--- config.mk ---
export PLATFORM = sky130hd
export DESIGN_NAME = ebm_bus_mapper
export DESIGN_NICKNAME = d
export VERILOG_FILES = /design/src/ebm_pkg.sv /design/src/ebm_select_decoder.sv /design/src/ebm_bus_mapper.sv
export SDC_FILE = /design/constraint.sdc
export NUM_CORES = 1
export LEC_CHECK = 0
export BUFFER_PORTS_ARGS = -buffer_cell sky130_fd_sc_hd__buf_4
export CORE_MARGIN = 4
export CORE_UTILIZATION = 40
export CTS_BUF_LIST = sky130_fd_sc_hd__clkbuf_8
export CTS_CLUSTER_SIZE = 28
export DETAILED_ROUTE_END_ITERATION = 10
export PLACE_DENSITY = 0.72
export SLEW_MARGIN = 5
export SYNTH_ARGS = -nofsm -noshare
export SYNTH_HDL_FRONTEND = slang
export SYNTH_SLANG_ARGS = --single-unit
--- constraint.sdc ---
create_clock -name i_ref_clk -period 1.85 [get_ports i_ref_clk]
set_input_delay 0.0925 -clock i_ref_clk [delete_from_list [all_inputs] [get_ports i_ref_clk]]
set_output_delay 0.0925 -clock i_ref_clk [all_outputs]
set_load 0.05 [all_outputs]
--- src/ebm_pkg.sv ---
// ebm_pkg: constants and carrier types of the external bus chip select mapper.
// assumes one 250 MHz clock; configuration arrives as plain ports.
package ebm_pkg;

   localparam int          EBM_NUM_SEL      = 8;
   localparam int          EBM_NUM_LOW_SEL  = 4;
   localparam int          EBM_NUM_HIGH_SEL = 4;
   localparam int          EBM_EXT_AW       = 24;
   localparam int          EBM_DW           = 16;
   localparam int          EBM_BASE_W       = 12;
   localparam int          EBM_BASE_LSB     = 20;
   localparam int          EBM_SHARED_LSB   = 20;
   localparam int          EBM_SHARED_MSB   = 23;

   // abort vectors handed to the processor
   localparam logic [31:0] EBM_PREFETCH_ABORT_VEC = 32'h0000000c;
   localparam logic [31:0] EBM_DATA_ABORT_VEC     = 32'h00000010;

   // base compare masks over address bits 31..20, per page size
   localparam logic [11:0] EBM_MASK_1M  = 12'hfff;
   localparam logic [11:0] EBM_MASK_4M  = 12'hffc;
   localparam logic [11:0] EBM_MASK_16M = 12'hff0;
   localparam logic [11:0] EBM_MASK_64M = 12'hfc0;

   localparam logic [2:0]  EBM_ALE_RESET = 3'h0;
   localparam logic [2:0]  EBM_ALE_MAX   = 3'h4;
   localparam logic [7:0]  EBM_BYTE_LANE_MASK = 8'hff;

   typedef enum logic [1:0] {
      EBM_PAGE_1M,
      EBM_PAGE_4M,
      EBM_PAGE_16M,
      EBM_PAGE_64M
   } ebm_page_t;

   typedef enum logic {
      EBM_WIDTH_8,
      EBM_WIDTH_16
   } ebm_width_t;

   typedef enum logic {
      EBM_BYTE_WRITE,
      EBM_BYTE_SELECT
   } ebm_bat_t;

   typedef enum logic {
      EBM_READ_STANDARD,
      EBM_READ_EARLY
   } ebm_read_proto_t;

   // one select_config_register
   typedef struct packed {
      logic                    enable;
      logic [EBM_BASE_W-1:0]   base;
      ebm_page_t               page;
      ebm_width_t              bus_width_field;
      ebm_bat_t                byte_access_type_field;
   } ebm_sel_cfg_t;

   // memory_control_register
   typedef struct packed {
      logic [2:0]              ale;
      ebm_read_proto_t         read_proto;
   } ebm_mcr_t;

   // internal bus request
   typedef struct packed {
      logic                    valid;
      logic [31:0]             addr;
      logic                    write;
      logic                    half;
      logic                    prefetch;
      logic [EBM_DW-1:0]       wdata;
   } ebm_req_t;

   // decoder result
   typedef struct packed {
      logic [EBM_NUM_SEL-1:0]  hits;
      logic                    abort;
      logic [2:0]              owner;
   } ebm_dec_t;

endpackage : ebm_pkg

--- src/ebm_select_decoder.sv ---
// ebm_select_decoder: compares an address with the eight select pages.
// assumes a stable address and configuration; purely combinational.
`timescale 1ns/1ps
`default_nettype none
module ebm_select_decoder
   import ebm_pkg::*;
(
   input  wire logic [31:0]       i_addr,
   input  wire ebm_sel_cfg_t      i_cfg [EBM_NUM_SEL],
   input  wire logic [2:0]        i_ale,
   output ebm_dec_t               o_dec
);

   function automatic logic [EBM_BASE_W-1:0] page_mask(input ebm_page_t p);
      case (p)
         EBM_PAGE_1M:  page_mask = EBM_MASK_1M;
         EBM_PAGE_4M:  page_mask = EBM_MASK_4M;
         EBM_PAGE_16M: page_mask = EBM_MASK_16M;
         default:      page_mask = EBM_MASK_64M;
      endcase
   endfunction : page_mask

   always_comb begin
      logic [EBM_BASE_W-1:0] top;
      logic [EBM_BASE_W-1:0] m;
      logic                  avail;
      top   = i_addr[31:EBM_BASE_LSB];
      m     = '0;
      avail = 1'b0;
      o_dec = '0;
      for (int i = 0; i < EBM_NUM_SEL; i++) begin
         // RULE15 per-select page size
         m = page_mask(i_cfg[i].page);
         // RULE9 selects need freed pin
         avail = (i < EBM_NUM_LOW_SEL) ? 1'b1 : (int'(i_ale) > (i - EBM_NUM_LOW_SEL));
         // RULE18 base compare above page
         o_dec.hits[i] = i_cfg[i].enable && avail && ((top & m) == (i_cfg[i].base & m));
      end
      // RULE6 lowest number governs
      for (int i = EBM_NUM_SEL - 1; i >= 0; i--) begin
         if (o_dec.hits[i]) begin
            o_dec.owner = 3'(i);
         end
      end
      // RULE5 no page hit aborts
      o_dec.abort = (o_dec.hits == '0);
   end

endmodule : ebm_select_decoder
`default_nettype wire

--- src/ebm_bus_mapper.sv ---
// ebm_bus_mapper: external bus interface, maps internal accesses onto eight selects.
// assumes synchronous pin inputs, config held stable while an access runs.
// Operation
// RULE1 - eight selects, 24-bit address, top four lines shared, 64M reach.
// RULE2 - each select configures the data bus as 8 or 16 bit.
// RULE3 - 8-bit uses lines 0..23 as address, 16-bit uses lines 1..23.
// RULE4 - small devices simply repeat inside their page; accesses still complete.
// RULE5 - unmapped access raises prefetch or data abort with fixed vectors.
// RULE6 - shared base asserts both selects; lower number sets the access behaviour.
// RULE7 - selects 0..3 are active-low pins, 4..7 active-high on top address lines.
// RULE8 - line setting swaps 0..4 top lines for selects, from line 23 down.
// RULE9 - reach per device is 16M with four devices, 1M with eight.
// RULE10 - 16-bit selects choose byte-write or byte-select control signalling.
// RULE11 - byte-write: line 0 unused, two write strobes, one read strobe.
// RULE12 - byte-select: two byte enables, one write strobe, one output enable.
// RULE13 - pins pair up: a0/lower enable, read/output enable, writes/upper enable.
// RULE14 - a zero-wait access completes in one clock cycle; a standard read here takes two per beat, setup then strobe.
// RULE15 - each select has its own base and page size configuration.
// RULE16 - standard read protocol after reset until software picks early read.
// RULE17 - wait request low freezes outputs and state until released.
// RULE18 - select decoded from bits above page; offset presented on address lines.
`timescale 1ns/1ps
`default_nettype none
module ebm_bus_mapper
   import ebm_pkg::*;
(
   input  wire logic                        i_ref_clk,
   input  wire logic                        i_rst_n,
   input  wire ebm_sel_cfg_t                i_select_config_register [EBM_NUM_SEL],
   input  wire ebm_mcr_t                    i_memory_control_register,
   input  wire ebm_req_t                    i_req,
   output logic                             o_ready,
   output logic                             o_ack,
   output logic [EBM_DW-1:0]                o_rdata,
   output logic                             o_prefetch_abort,
   output logic                             o_data_abort,
   output logic [31:0]                      o_abort_vector,
   output logic [EBM_EXT_AW-1:0]            o_addr_pins,
   output logic [EBM_NUM_LOW_SEL-1:0]       o_low_true_selects_0_3_n,
   output logic                             o_read_strobe_n,
   output logic                             o_low_byte_write_strobe_n,
   output logic                             o_high_byte_write_strobe_n,
   output logic [EBM_DW-1:0]                o_data_out,
   output logic                             o_data_oe,
   input  wire logic [EBM_DW-1:0]           i_data_in,
   input  wire logic                        i_wait_request_n
);

   typedef enum logic [1:0] {
      ST_IDLE,
      ST_SETUP,
      ST_STROBE
   } ebm_state_t;

   ebm_state_t                 state;
   ebm_dec_t                   dec;
   ebm_req_t                   cur;
   ebm_sel_cfg_t               own_cfg;
   logic [EBM_NUM_SEL-1:0]     cur_hits;
   logic                       second_beat;
   logic                       beat_hi;
   logic [2:0]                 ale_eff;
   logic                       frozen;
   logic                       take;

   ebm_select_decoder u_dec (
      .i_addr (i_req.addr),
      .i_cfg  (i_select_config_register),
      .i_ale  (ale_eff),
      .o_dec  (dec)
   );

   // RULE8 clamp line setting
   assign ale_eff = (i_memory_control_register.ale > EBM_ALE_MAX) ? EBM_ALE_MAX
                                                                  : i_memory_control_register.ale;
   // RULE17 freeze on wait
   assign frozen  = (state != ST_IDLE) && !i_wait_request_n;
   assign take    = (state == ST_IDLE) && i_req.valid;

   // RULE1 24-bit shared pins
   // builds the shared address pins: offset below, selects 4..7 from line 23 down
   function automatic logic [EBM_EXT_AW-1:0] pin_addr(input logic [31:0] a,
                                                     input logic [EBM_NUM_SEL-1:0] hits,
                                                     input logic [2:0] ale,
                                                     input ebm_sel_cfg_t c,
                                                     input logic half,
                                                     input logic hi_beat);
      logic [EBM_EXT_AW-1:0] p;
      p = a[EBM_EXT_AW-1:0];
      // RULE3 byte address on 8-bit
      if (c.bus_width_field == EBM_WIDTH_8 && half) begin
         p[0] = hi_beat;
      end
      if (c.bus_width_field == EBM_WIDTH_16) begin
         // RULE13 a0 doubles as lower enable
         if (c.byte_access_type_field == EBM_BYTE_SELECT) begin
            p[0] = !(half || !a[0]);
         end else begin
            // RULE11 line 0 unused
            p[0] = 1'b1;
         end
      end
      for (int k = 0; k < EBM_NUM_HIGH_SEL; k++) begin
         // RULE7 active-high shared selects
         if (int'(ale) > k) begin
            p[EBM_SHARED_MSB-k] = hits[EBM_NUM_LOW_SEL+k];
         end
      end
      pin_addr = p;
   endfunction : pin_addr

   // state and beat tracking
   always_ff @(posedge i_ref_clk or negedge i_rst_n) begin
      if (!i_rst_n) begin
         state       <= ST_IDLE;
         cur         <= '0;
         cur_hits    <= '0;
         own_cfg     <= '0;
         second_beat <= 1'b0;
         beat_hi     <= 1'b0;
      end else if (!frozen) begin
         case (state)
            ST_IDLE: begin
               if (take && !dec.abort) begin
                  cur      <= i_req;
                  cur_hits <= dec.hits;
                  // RULE6 owner config latched
                  own_cfg  <= i_select_config_register[dec.owner];
                  beat_hi  <= 1'b0;
                  second_beat <= (i_select_config_register[dec.owner].bus_width_field == EBM_WIDTH_8)
                                 && i_req.half;
                  // RULE16 standard read adds setup
                  if (!i_req.write && i_memory_control_register.read_proto == EBM_READ_STANDARD) begin
                     state <= ST_SETUP;
                  end else begin
                     // RULE14 single cycle access
                     state <= ST_STROBE;
                  end
               end
            end
            ST_SETUP: begin
               state <= ST_STROBE;
            end
            ST_STROBE: begin
               if (second_beat) begin
                  second_beat <= 1'b0;
                  beat_hi     <= 1'b1;
                  state       <= (!cur.write && i_memory_control_register.read_proto == EBM_READ_STANDARD)
                                 ? ST_SETUP : ST_STROBE;
               end else begin
                  state <= ST_IDLE;
               end
            end
            default: begin
               state <= ST_IDLE;
            end
         endcase
      end
   end

   // pin drive, registered for the coming cycle
   always_ff @(posedge i_ref_clk or negedge i_rst_n) begin
      logic [EBM_NUM_SEL-1:0] h;
      logic                   strobe;
      logic                   lo_b;
      logic                   hi_b;
      if (!i_rst_n) begin
         o_addr_pins                <= '0;
         o_low_true_selects_0_3_n   <= '1;
         o_read_strobe_n            <= 1'b1;
         o_low_byte_write_strobe_n  <= 1'b1;
         o_high_byte_write_strobe_n <= 1'b1;
         o_data_out                 <= '0;
         o_data_oe                  <= 1'b0;
      end else if (!frozen) begin
         h      = '0;
         strobe = 1'b0;
         lo_b   = 1'b0;
         hi_b   = 1'b0;
         if (take && !dec.abort) begin
            h      = dec.hits;
            strobe = i_req.write || (i_memory_control_register.read_proto == EBM_READ_EARLY);
            // RULE2 width per select
            if (i_select_config_register[dec.owner].bus_width_field == EBM_WIDTH_16) begin
               lo_b = i_req.half || !i_req.addr[0];
               hi_b = i_req.half || i_req.addr[0];
            end else begin
               lo_b = 1'b1;
            end
            // RULE18 offset on address lines
            o_addr_pins <= pin_addr(i_req.addr, dec.hits, ale_eff, i_select_config_register[dec.owner],
                                    i_req.half, 1'b0);
            o_data_out  <= (i_select_config_register[dec.owner].bus_width_field == EBM_WIDTH_16
                            && !i_req.half)
                           ? {2{i_req.wdata[7:0]}} : i_req.wdata;
            o_data_oe   <= i_req.write;
            // RULE4 page wrap is inherent
            own_drive(i_req.write, strobe, lo_b, hi_b, i_select_config_register[dec.owner]);
         end else if ((state == ST_SETUP) || (state == ST_STROBE && second_beat)) begin
            h      = cur_hits;
            strobe = (state == ST_SETUP) || cur.write
                     || (i_memory_control_register.read_proto == EBM_READ_EARLY);
            lo_b   = 1'b1;
            o_addr_pins <= pin_addr(cur.addr, cur_hits, ale_eff, own_cfg, cur.half,
                                    beat_hi || (state == ST_STROBE));
            o_data_out  <= (state == ST_STROBE) ? {8'h00, cur.wdata[15:8]} : o_data_out;
            own_drive(cur.write, strobe, own_cfg.bus_width_field == EBM_WIDTH_16 ? cur.half || !cur.addr[0]
                      : lo_b, own_cfg.bus_width_field == EBM_WIDTH_16 && (cur.half || cur.addr[0]), own_cfg);
         end else begin
            own_drive(1'b0, 1'b0, 1'b0, 1'b0, own_cfg);
            o_data_oe <= 1'b0;
         end
         // RULE6 all hits asserted
         o_low_true_selects_0_3_n <= ~h[EBM_NUM_LOW_SEL-1:0];
      end
   end

   // control strobe mapping by width and byte access type
   task automatic own_drive(input logic wr, input logic strobe, input logic lo_b, input logic hi_b,
                            input ebm_sel_cfg_t c);
      if (c.bus_width_field == EBM_WIDTH_16 && c.byte_access_type_field == EBM_BYTE_SELECT) begin
         // RULE12 enables plus single strobes
         o_read_strobe_n            <= !(strobe && !wr);
         o_low_byte_write_strobe_n  <= !(strobe && wr);
         // RULE13 upper enable on high pin
         o_high_byte_write_strobe_n <= !(strobe && hi_b);
      end else begin
         // RULE10 byte-write signalling
         // RULE11 per-byte write strobes
         o_read_strobe_n            <= !(strobe && !wr);
         o_low_byte_write_strobe_n  <= !(strobe && wr && lo_b);
         o_high_byte_write_strobe_n <= !(strobe && wr && hi_b);
      end
   endtask : own_drive

   // request handshake, read data and abort reporting
   always_ff @(posedge i_ref_clk or negedge i_rst_n) begin
      if (!i_rst_n) begin
         o_ready          <= 1'b1;
         o_ack            <= 1'b0;
         o_rdata          <= '0;
         o_prefetch_abort <= 1'b0;
         o_data_abort     <= 1'b0;
         o_abort_vector   <= '0;
      end else begin
         o_ack            <= 1'b0;
         o_prefetch_abort <= 1'b0;
         o_data_abort     <= 1'b0;
         if (take && dec.abort) begin
            // RULE5 abort kind and vector
            o_prefetch_abort <= i_req.prefetch;
            o_data_abort     <= !i_req.prefetch;
            o_abort_vector   <= i_req.prefetch ? EBM_PREFETCH_ABORT_VEC : EBM_DATA_ABORT_VEC;
         end
         if (take && !dec.abort) begin
            o_ready <= 1'b0;
         end
         if (state == ST_STROBE && !frozen) begin
            if (!cur.write) begin
               if (own_cfg.bus_width_field == EBM_WIDTH_8) begin
                  if (beat_hi) begin
                     o_rdata[15:8] <= i_data_in[7:0];
                  end else begin
                     o_rdata <= {8'h00, i_data_in[7:0]};
                  end
               end else if (!cur.half && cur.addr[0]) begin
                  o_rdata <= {8'h00, i_data_in[15:8]};
               end else begin
                  o_rdata <= i_data_in & {EBM_BYTE_LANE_MASK, EBM_BYTE_LANE_MASK};
               end
            end
            if (!second_beat) begin
               o_ack   <= 1'b1;
               o_ready <= 1'b1;
            end
         end
      end
   end

endmodule : ebm_bus_mapper
`default_nettype wire

* After elaboration in Yosys (flattened, before gate mapping)
Cells that the tools add are included.
Storage, ports and cells: output and inout bits 100, bits of input ports 211, word-level logic and storage cells 258, register bits after elaboration 156
Cells by class: bitwise operators 23, order comparisons 6, reduce and logical (&&, ||, !) cells 91, equality and inequality tests 30, mux-type cells 84
Operators by type and width (number):
- bitwise AND 12 bit | 16
- case mux 6 bit (3 select lines) | 8
- equality test 12 bit | 8
- two-way mux 16 bit | 6
- binary-select mux 17 bit (select 3 bit) | 1
- two-way mux 24 bit | 2
- two-way mux 1 bit | 43
- logical AND 1 bit | 37
- two-way mux 3 bit | 9
- zero test 1 bit | 22
- equality test 2 x 1 -> 1 bit, second input constant | 9
- equality test 2 bit, second input constant | 9
- zero test 2 bit | 9
- two-way mux 8 bit | 2
- two-way mux 2 bit | 6
- two-way mux 4 bit | 3
- AND reduction 3 bit | 4
- logical OR 1 bit | 9
- zero test 8 bit | 1
- AND reduction 2 bit | 4
- nonzero test 2 bit | 4
- > comparator 3 x 1 -> 1 bit, second input constant | 2
- > comparator 3 x 2 -> 1 bit, second input constant | 2
- inequality test 2 bit, second input constant | 3
- 10 further kinds | 15

* Depth between registers and ports, before layout
Gate-level depths: netlist (run 1).
depth after elaboration 24, mapped depth 13, mapped depth without buffers 9

* Hierarchy
A second synthesis (run 1) with hierarchy kept.
Second synthesis, totals: cells, all modules 721, area total of the unflattened synthesis 6792.8 sq um
By module, submodules not included:
- ebm_bus_mapper | sequential area each 2962.8 sq um, instances 1, area each 5427.7 sq um, cells an instance 542
- ebm_select_decoder | sequential area each 0.0 sq um, instances 1, area each 1365.1 sq um, cells an instance 179

* Worst setup path after synthesis (run 1)
Ideal clock, no wire load.
kind input to register, from in i_req[42] (netlist bit), to reg o_addr_pins[11], buffers on the path 4, stages on the path 12, setup slack -747 ps, library setup time 128 ps, arrival time 2470 ps, data required time 1722 ps, cell sequence buf_4 -> xnor2_1 -> a41oi_1 -> or4_4 -> or2_1 -> buf_6 -> nand4_4 -> o311ai_4 -> and2_1 -> buf_4 -> buf_6 -> mux2_1
Between the ends: longest elaborated chain between the ends 8, elaborated cells on any way between the ends 30, those cells by class eq/ne (8); mux (1); bitwise (8); reduce/logical (13)
Ends and longest elaborated chain:
- from (decl) | RTL line ebm_bus_mapper.sv:31 | input wire ebm_req_t i_req,
- bitwise AND 12 bit | RTL line ebm_select_decoder.sv:37 | o_dec.hits[i] = i_cfg[i].enable && avail && ((top & m) == (i_cfg[i].base & m));
- equality test 12 bit | RTL line ebm_select_decoder.sv:37
- logical AND 1 bit | RTL line ebm_select_decoder.sv:37
- zero test 8 bit * | RTL line ebm_select_decoder.sv:46 | o_dec.abort = (o_dec.hits == '0);
- zero test 1 bit * | RTL line ebm_bus_mapper.sv:180 | if (take && !dec.abort) begin
- logical AND 1 bit * | RTL line ebm_bus_mapper.sv:180
- nonzero test 2 bit (no source line)
- AND reduction 2 bit (no source line)
- to (signal assigned) | RTL line ebm_bus_mapper.sv:191 | o_addr_pins <= pin_addr(i_req.addr, dec.hits, ale_eff, i_select_config_register[dec.owner],
- to (signal assigned) | RTL line ebm_bus_mapper.sv:204 | o_addr_pins <= pin_addr(cur.addr, cur_hits, ale_eff, own_cfg, cur.half,
- to (decl) | RTL line ebm_bus_mapper.sv:38 | output logic [EBM_EXT_AW-1:0] o_addr_pins,
Mark *: on every way between the ends. The rest lies on a longest branch, timed or not. A chain may end at the register's enable or synchronous reset.

* Worst setup path after layout (run 1)
from in i_req[46] (netlist bit), to reg o_high_byte_write_strobe_n
Between the ends: longest elaborated chain between the ends 22, elaborated cells on any way between the ends 49, those cells by class eq/ne (8); mux (16); bitwise (9); reduce/logical (16)
Ends and longest elaborated chain:
- bitwise AND 12 bit | RTL line ebm_select_decoder.sv:37
- equality test 12 bit | RTL line ebm_select_decoder.sv:37
- logical AND 1 bit | RTL line ebm_select_decoder.sv:37
- two-way mux 3 bit (8 in a row) | RTL line ebm_select_decoder.sv:41 | if (o_dec.hits[i]) begin
- NOT 3 -> 4 bit (implied by the code) | RTL line ebm_bus_mapper.sv:184, ebm_bus_mapper.sv:198
- binary-select mux 17 bit (select 3 bit) | RTL line ebm_bus_mapper.sv:184, ebm_bus_mapper.sv:198
- two-way mux 2 bit (implied by the code) (2 in a row) | RTL line ebm_bus_mapper.sv:184, ebm_bus_mapper.sv:198
- two-way mux 1 bit | RTL line ebm_bus_mapper.sv:184 | if (i_select_config_register[dec.owner].bus_width_field == EBM_WIDTH_16) begin
- two-way mux 1 bit | RTL line ebm_bus_mapper.sv:180
- two-way mux 1 bit | RTL line ebm_bus_mapper.sv:175 | end else if (!frozen) begin
- logical AND 1 bit, on equally long branches | RTL line ebm_bus_mapper.sv:232, ebm_bus_mapper.sv:226
- zero test 1 bit, on equally long branches | RTL line ebm_bus_mapper.sv:232, ebm_bus_mapper.sv:226
- two-way mux 1 bit | RTL line ebm_bus_mapper.sv:221 | if (c.bus_width_field == EBM_WIDTH_16 && c.byte_access_type_field == EBM_BYTE_SELECT) begin
- two-way mux 1 bit * | RTL line ebm_bus_mapper.sv:180
- to (signal assigned) | RTL line ebm_bus_mapper.sv:172 | o_high_byte_write_strobe_n <= 1'b1;
- to (decl) | RTL line ebm_bus_mapper.sv:42 | output logic o_high_byte_write_strobe_n,
Mark *: on every way between the ends. The rest lies on a longest branch, timed or not. The select of a mux whose other input is x is not followed.

==> flow_summary_export.csv, run 1 <==
group,metric,value,unit
sta,maxSlewHeadroom,65.84,%
sta,max_freq,463.5,MHz
logic_synthesis,yosys.area.top_type,"dfrtp_1",
worst_setup_path,end_kind,"register",
worst_hold_path,hp-class,"in -> reg",
global_route,antenna_found_initial,1,
logic_synthesis,ys_warn_count,0,
floorplanning,die_y,140.2,um
clock_tree,htree_levels,4,
logic_synthesis,synth_edf_count,0,
global_route,grt_max_degree,52,
finish,final_nets,1416,
worst_setup_path,cpMaxStageDelayCell,"or4_4",
sta,tightest_slew,0.5077,ns
worst_setup_path,crit_type,"in -> reg",
sta,setup_viol,46,
clock_tree,clock_latency,0.46,ns
finish,final_util,72.43,%
routing,dr_total_vias,7296,
status,status,"finished with violations",
sta,fin_crit_sh,116.6,%
logic_synthesis,avgSynthCellArea,9.280,um2
power,peakVddDrop,0.7724,mV
finish,final_common_cell,"buf_4",
power,p_leak,0.006182,uW
global_route,grt_pass1_vias,7640,
run,maxCapViolCount,0,
power,power,10380,uW
logic_synthesis,netlist_area,6988,um2
worst_setup_path,worstPathCellList,"buf_6 > buf_4 > xnor2_1 > nand4_1 > or4_4 > nand4_4 > o311ai_4 > buf_6 > nor4_1 > a31o_4 > o31ai_2",
clock_tree,cts_tree,"done",
clock_tree,cts.sinks,118,
worst_setup_path,critPathTopFamily,"simple AND/OR/NAND/NOR gates",
worst_setup_path,crit_path_frequent_cell,"buf_6",
placed_design,hpwlAfterDp,18130,um
floorplanning,die-width,140.2,um
logic_synthesis,synth_cell_types,65,
finish,areaGrowthSynthToFinish,78.66,%
worst_setup_path,worstPathArrival,2.54,ns
clock_tree,clk_pin_slew,0.07,ns
global_route,track_usage,25.46,%
global_route,grt_pass1_wl,39550,um
clock_tree,cts_buffer_depth,2,
power,powerDensity,831.1,nW/um2
clock_tree,cts_made_buffers,17,
routing,drtAntennaViolNets,0,
sta,slew_violations,0,
routing,routed_via_density,5.049,
routing,drtIter0Drc,354,
floorplanning,std_cell_rows,48,
logic_synthesis,synth_ff_type,"dfrtp_1",
worst_setup_path,critPathLaunchType,"primary input",
floorplanning,start_util,40.54,%
routing,post_drt_wl_per_cell,18.09,um
sta,finalHoldViolations,0,
placed_design,gp_congestion,0.9733,
worst_setup_path,path_buf_inv,3,
logic_synthesis,ys_top_cells_by_area,"dfrtp_1, xnor2_1, nand2_1",
finish,final_cell_mix,"buf_4, dfrtp_1, nand2_1",
logic_synthesis,yosys_register_bits,118,
finish,final_layout_size_suffix_gt1_share,50.90,%
floorplanning,core,17240,um2
global_route,grt_overflow,0,
sta,fin_skew,0.01192,ns
routing,drc,0,
worst_setup_path,crit_path_max_fanout,6,
routing,dr.pass1.iters,5,
sta,fin_crit,2.157,ns
clock_tree,clockRootBuffer,"clkbuf_8",
sta,fin_ws,-0.3073,ns
logic_synthesis,netlist.area_leader.share,39.39,%
sta,holdWs,0.01497,ns
placed_design,numPortBuffers,281,
worst_setup_path,crit_required,2.23,ns
sta,rsz0062_at_grt,"true",
routing,wl,26150,um
worst_setup_path,max_stage_delay,0.60,ns
status,violations,"negative setup slack",
floorplanning,die_area,19650,um2
logic_synthesis,synth_cells,753,
logic_synthesis,ys_seq_area_share,42.40,%
logic_synthesis,synthArstFlopShare,100.0,%
finish,fillers,1203,
floorplanning,ios,311,
-- state kept, by name (all words and copies together) (netlist names), 2 cells and up --
signal,flops
o_data_out,16
o_low_true_selects_0_3_n,4
state,2
cur,34
o_rdata,16
o_abort_vector,2
cur_hits,8
o_addr_pins,24
own_cfg,2
-- worst min-delay path, delay by kind of cell --
family	cells	cell delay [ns]
buffers and inverters	3	0.28
muxes	1	0.06
-- cell type report --
type                       instances  area (um2)  area share (%)
multi-input combinational        581        4504           36.08
timing repair buffer             476        4219           33.79
sequential                       118        2963           23.73
clock buffer                      21       289.0           2.315
tap                              225       281.5           2.255
clock inverter                    11       181.4           1.453
inverter                          11       41.29          0.3307
antenna                            2       5.005         0.04009
-- worst paths after layout --
| check | start | end | slack, ns | cells after the start |
|---|---|---|---|---|
| worst max register to register | state[0] | o_high_byte_write_strobe_n | -0.09 | 7 |
| worst max-delay path | i_req[46] | o_high_byte_write_strobe_n | -0.31 | 11 |
| worst min-delay path | i_req[41] | cur[41] | 0.01 | 4 |
| min in group asynchronous | i_rst_n | cur[14] | 0.15 | 2 |
| worst min register to register | cur[25] | cur[25] | 0.47 | 2 |
| max in group asynchronous | i_rst_n | o_addr_pins[12] | 1.05 | 3 |
-- cell usage after synthesis, drive strengths merged (3+ instances only) --
library cell,count
nor3,6
o211ai,3
xnor2,87
a21oi,40
nand4,14
dfrtp,110
nor4,8
a41oi,5
or2,5
o31ai,3
dfstp,8
a21o,6
nand3b,4
or3,3
nand2,135
or4,3
mux2i,11
clkbuf,14
xor2,9
a311o,6
o21bai,5
inv,11
buf,57
nand3,15
a22oi,11
nand2b,5
a31oi,14
nor2,42
mux2,26
o311a,3
o21ai,34
nor2b,11
and2,12
-- what timing repair did --
item / CTS / global route
endpoints found under the setup margin: 84 / 85
hold buffers: 58 / 0
endpoints found under the hold margin: 120 / 0
cloned: 6 / 1
pin swaps: 52 / 10
gates resized for setup: 172 / 93
setup buffers: 22 / 7
-- stage by stage --
step	std cells	TNS, ns	setup slack [ns]	cell area (um2)
6_report	1445	-7.949	-0.3073	12480
2_1_floorplan	781	-37.73	-0.5898	7246
3_5_place_dp	1321	-66.21	-1.052	9899
5_1_grt	1444	-10.58	-0.3741	12480
4_1_cts	1438	-7.583	-0.2491	11970
3_3_place_gp	1321	-63.13	-1.008	9899
-- kinds of logic (layout without fill, tap and decap cells) --
group | count (synthesis) | count (layout) | share of synthesized area [%]
multiplexers | 37 | 37 | 5.765
AND/OR/NAND/NOR | 267 | 267 | 17.69
other | 1 | 31 | 0.05366
AO/OA/AOI/OAI | 152 | 152 | 14.70
buffers and inverters | 82 | 519 | 7.144
XOR/XNOR | 96 | 96 | 12.25
flip-flops | 118 | 118 | 42.40
-- power breakdown --
part	total [uW]	switching, uW	internal (uW)
sequential	3460	332	3130
clock	2790	1060	1730
combinational	4120	2370	1750
-- metal layers --
metal | vias to the layer above | part of all wire, % | global-route usage (%)
met5 | - | 0 | 0
met4 | 0 | 2.9 | 9.638
met3 | 61 | 5.4 | 6.453
met2 | 269 | 52 | 44.43
met1 | 3495 | 40 | 30.16
li1 | 3471 | - | -
Power figures use the tool's default switching activity.
==> run 2: changes to the inputs <==
==> constraint.sdc (replaced) <==
create_clock -name i_ref_clk -period 1.85 [get_ports i_ref_clk]
set_input_delay 0.0925 -clock i_ref_clk [delete_from_list [all_inputs] [get_ports i_ref_clk]]
set_output_delay 0.0925 -clock i_ref_clk [all_outputs]
set_load 0.1 [all_outputs]
==> run 2 against run 1 <==
  * The run still ends with negative setup slack left
  * Clock skew shrank 0.0013 ns
  * Critical path type unchanged
  * Cell count grew 1.1%
  * Critical endpoint is now o_addr_pins[0]
  * Global-route usage is essentially flat
  * Largest cell class unchanged
  * Largest power group unchanged
  * Non-clock buffer count grew 18
==> flow_summary_export.csv, run 2 (synthesis results as in run 1) <==
group,metric,value,unit
worst_hold_path,hp-start,"i_req[29]",
worst_setup_path,critPathTopFamily,"simple AND/OR/NAND/NOR gates",
global_route,track_usage,25.48,%
routing,drc,0,
finish,final_cell_mix,"buf_4, dfrtp_1, nand2_1",
worst_setup_path,worstPathArrival,2.66,ns
sta,fin_crit,2.310,ns
status,status,"finished with violations",
worst_setup_path,r2r_slack,-0.16,ns
global_route,grt_max_degree,74,
global_route,grt_pass1_vias,7801,
placed_design,numPortBuffers,281,
global_route,antenna_found_initial,0,
placed_design,hpwlAfterDp,18280,um
finish,finalNonFillerCells,1461,
worst_setup_path,crit_type,"in -> reg",
clock_tree,cts_buffer_depth,2,
worst_setup_path,path_buf_inv,2,
routing,wl_met1,10810,um
worst_hold_path,whs_path_depth,4,
floorplanning,die-width,140.2,um
worst_setup_path,max_stage_delay,0.57,ns
worst_setup_path,crit_path_max_fanout,6,
finish,final_layout_size_suffix_gt1_share,55.58,%
placed_design,gp_congestion,0.9685,
worst_hold_path,whs_endpoint,"cur[29]",
routing,drtAntennaViolNets,0,
finish,design_area,12900,um2
routing,wl_met2,14650,um
power,peakVddDrop,0.8387,mV
floorplanning,start_util,40.54,%
worst_setup_path,critPathLaunchType,"primary input",
finish,top_regs,"cur (34), o_addr_pins (24)",
clock_tree,clockRootBuffer,"clkbuf_8",
floorplanning,die_area,19650,um2
global_route,grt_overflow,0,
routing,dr_total_vias,7729,
status,violations,"negative setup slack",
sta,holdWs,0.01443,ns
clock_tree,cts.sinks,118,
routing,routed_via_density,5.290,
worst_setup_path,timing.rr.start,"state[0]",
finish,final_nets,1434,
clock_tree,clock_latency,0.43,ns
floorplanning,die_y,140.2,um
worst_setup_path,r2r_end,"o_addr_pins[0]",
worst_setup_path,worstPathCellList,"buf_4 > xnor2_2 > nand2_1 > or4_4 > or2_4 > buf_6 > nand3b_1 > o41a_1 > o311a_4 > or4b_1 > o21ai_1",
sta,fin_ws,-0.4596,ns
clock_tree,cts_tree,"done",
clock_tree,htree_levels,4,
placed_design,place_inst,1326,
clock_tree,clk_pin_slew,0.07,ns
floorplanning,std_cell_rows,48,
floorplanning,ios,311,
finish,final_common_cell,"buf_4",
worst_setup_path,crit_required,2.20,ns
finish,antenna-diode-count,0,
sta,finalHoldViolations,0,
routing,wl_met3,2171,um
sta,fin_crit_sh,124.8,%
floorplanning,core,17240,um2
sta,max_freq,433.0,MHz
power,powerDensity,905.8,nW/um2
worst_setup_path,cpMaxStageDelayCell,"or4_4",
sta,rsz0062_at_grt,"true",
global_route,grt_pass1_wl,40020,um
worst_setup_path,end_kind,"register",
worst_setup_path,rr_worst_depth,8,
finish,largest_reg_flops,34,
routing,wl,28950,um
routing,post_drt_wl_per_cell,19.81,um
routing,dr.pass1.iters,5,
run,maxCapViolCount,0,
placed_design,placed_area,9925,um2
power,power,11680,uW
worst_hold_path,hp-class,"in -> reg",
finish,areaGrowthSynthToFinish,84.58,%
sta,slew_violations,0,
routing,dr.max_layer_used,"met4",
sta,setup_viol,85,
clock_tree,cts_made_buffers,17,
sta,fin_skew,0.01065,ns
finish,top_register,"cur",
routing,drtIter0Drc,476,
power,p_leak,0.006212,uW
==> run 2: through the flow <==
| step | setup TNS [ns] | utilization, % | setup slack [ns] |
|---|---|---|---|
| final | -15.51 | 74.83 | -0.4596 |
| after global routing | -18.06 | 74.83 | -0.4985 |
| after CTS | -13.12 | 69.03 | -0.3174 |
| after detailed placement | -67.13 | 57.58 | -0.9847 |
| after global placement | -63.65 | 57.58 | -0.9539 |
| after floorplan | -37.83 | - | -0.5909 |
==> run 2: worst max path at each step <==
stage / start / endpoint / slack (ns) / cells past startpoint
floorplan: i_req[40] / o_addr_pins[19] / -0.59 / 12
global placement: i_req[44] / o_data_out[9] / -0.95 / 9
detailed placement: i_req[44] / o_data_out[8] / -0.98 / 9
CTS: i_req[45] / o_addr_pins[0] / -0.32 / 11
global route: i_req[47] / o_addr_pins[0] / -0.50 / 13
finish: i_req[50] / o_addr_pins[0] / -0.46 / 11
==> run 2: tightest hold or removal path, stage by stage <==
cell and delay, ns:
buf_4 0.08, nand2_1 0.08, nand2_4 0.08, buf_6 0.08
==> run 2: layer usage <==
layer,track usage (%),vias to the layer above
met3,6.282,103
met2,43.27,400
met5,0,-
met1,31.45,3725
li1,-,3501
met4,9.383,0
==> run 2: layout make-up <==
cell class / count / area [um2]
well taps: 225 / 281.5
flip-flops and latches: 118 / 2963
inverters: 11 / 41.29
fillers: 1050 / 4338
multi-input cells: 581 / 4807
clock inverters: 14 / 160.2
repair buffers: 494 / 4398
clock buffers: 18 / 247.7
==> run 2: power breakdown <==
group,switching [uW],leakage (uW),total [uW],internal (uW)
combinational,3770,0.00445,5720,1950
clock,1060,0.000203,2410,1350
sequential,416,0.00156,3550,3130
total,5250,0.00621,11700,6440
==> run 2: repair_timing <==
item,in CTS,in global routing
setup endpoints to repair,94,96
pin swaps,58,72
gates resized for setup,149,225
buffers inserted,42,25
hold endpoints to repair,171,1
hold buffers,51,1
cloned,9,3
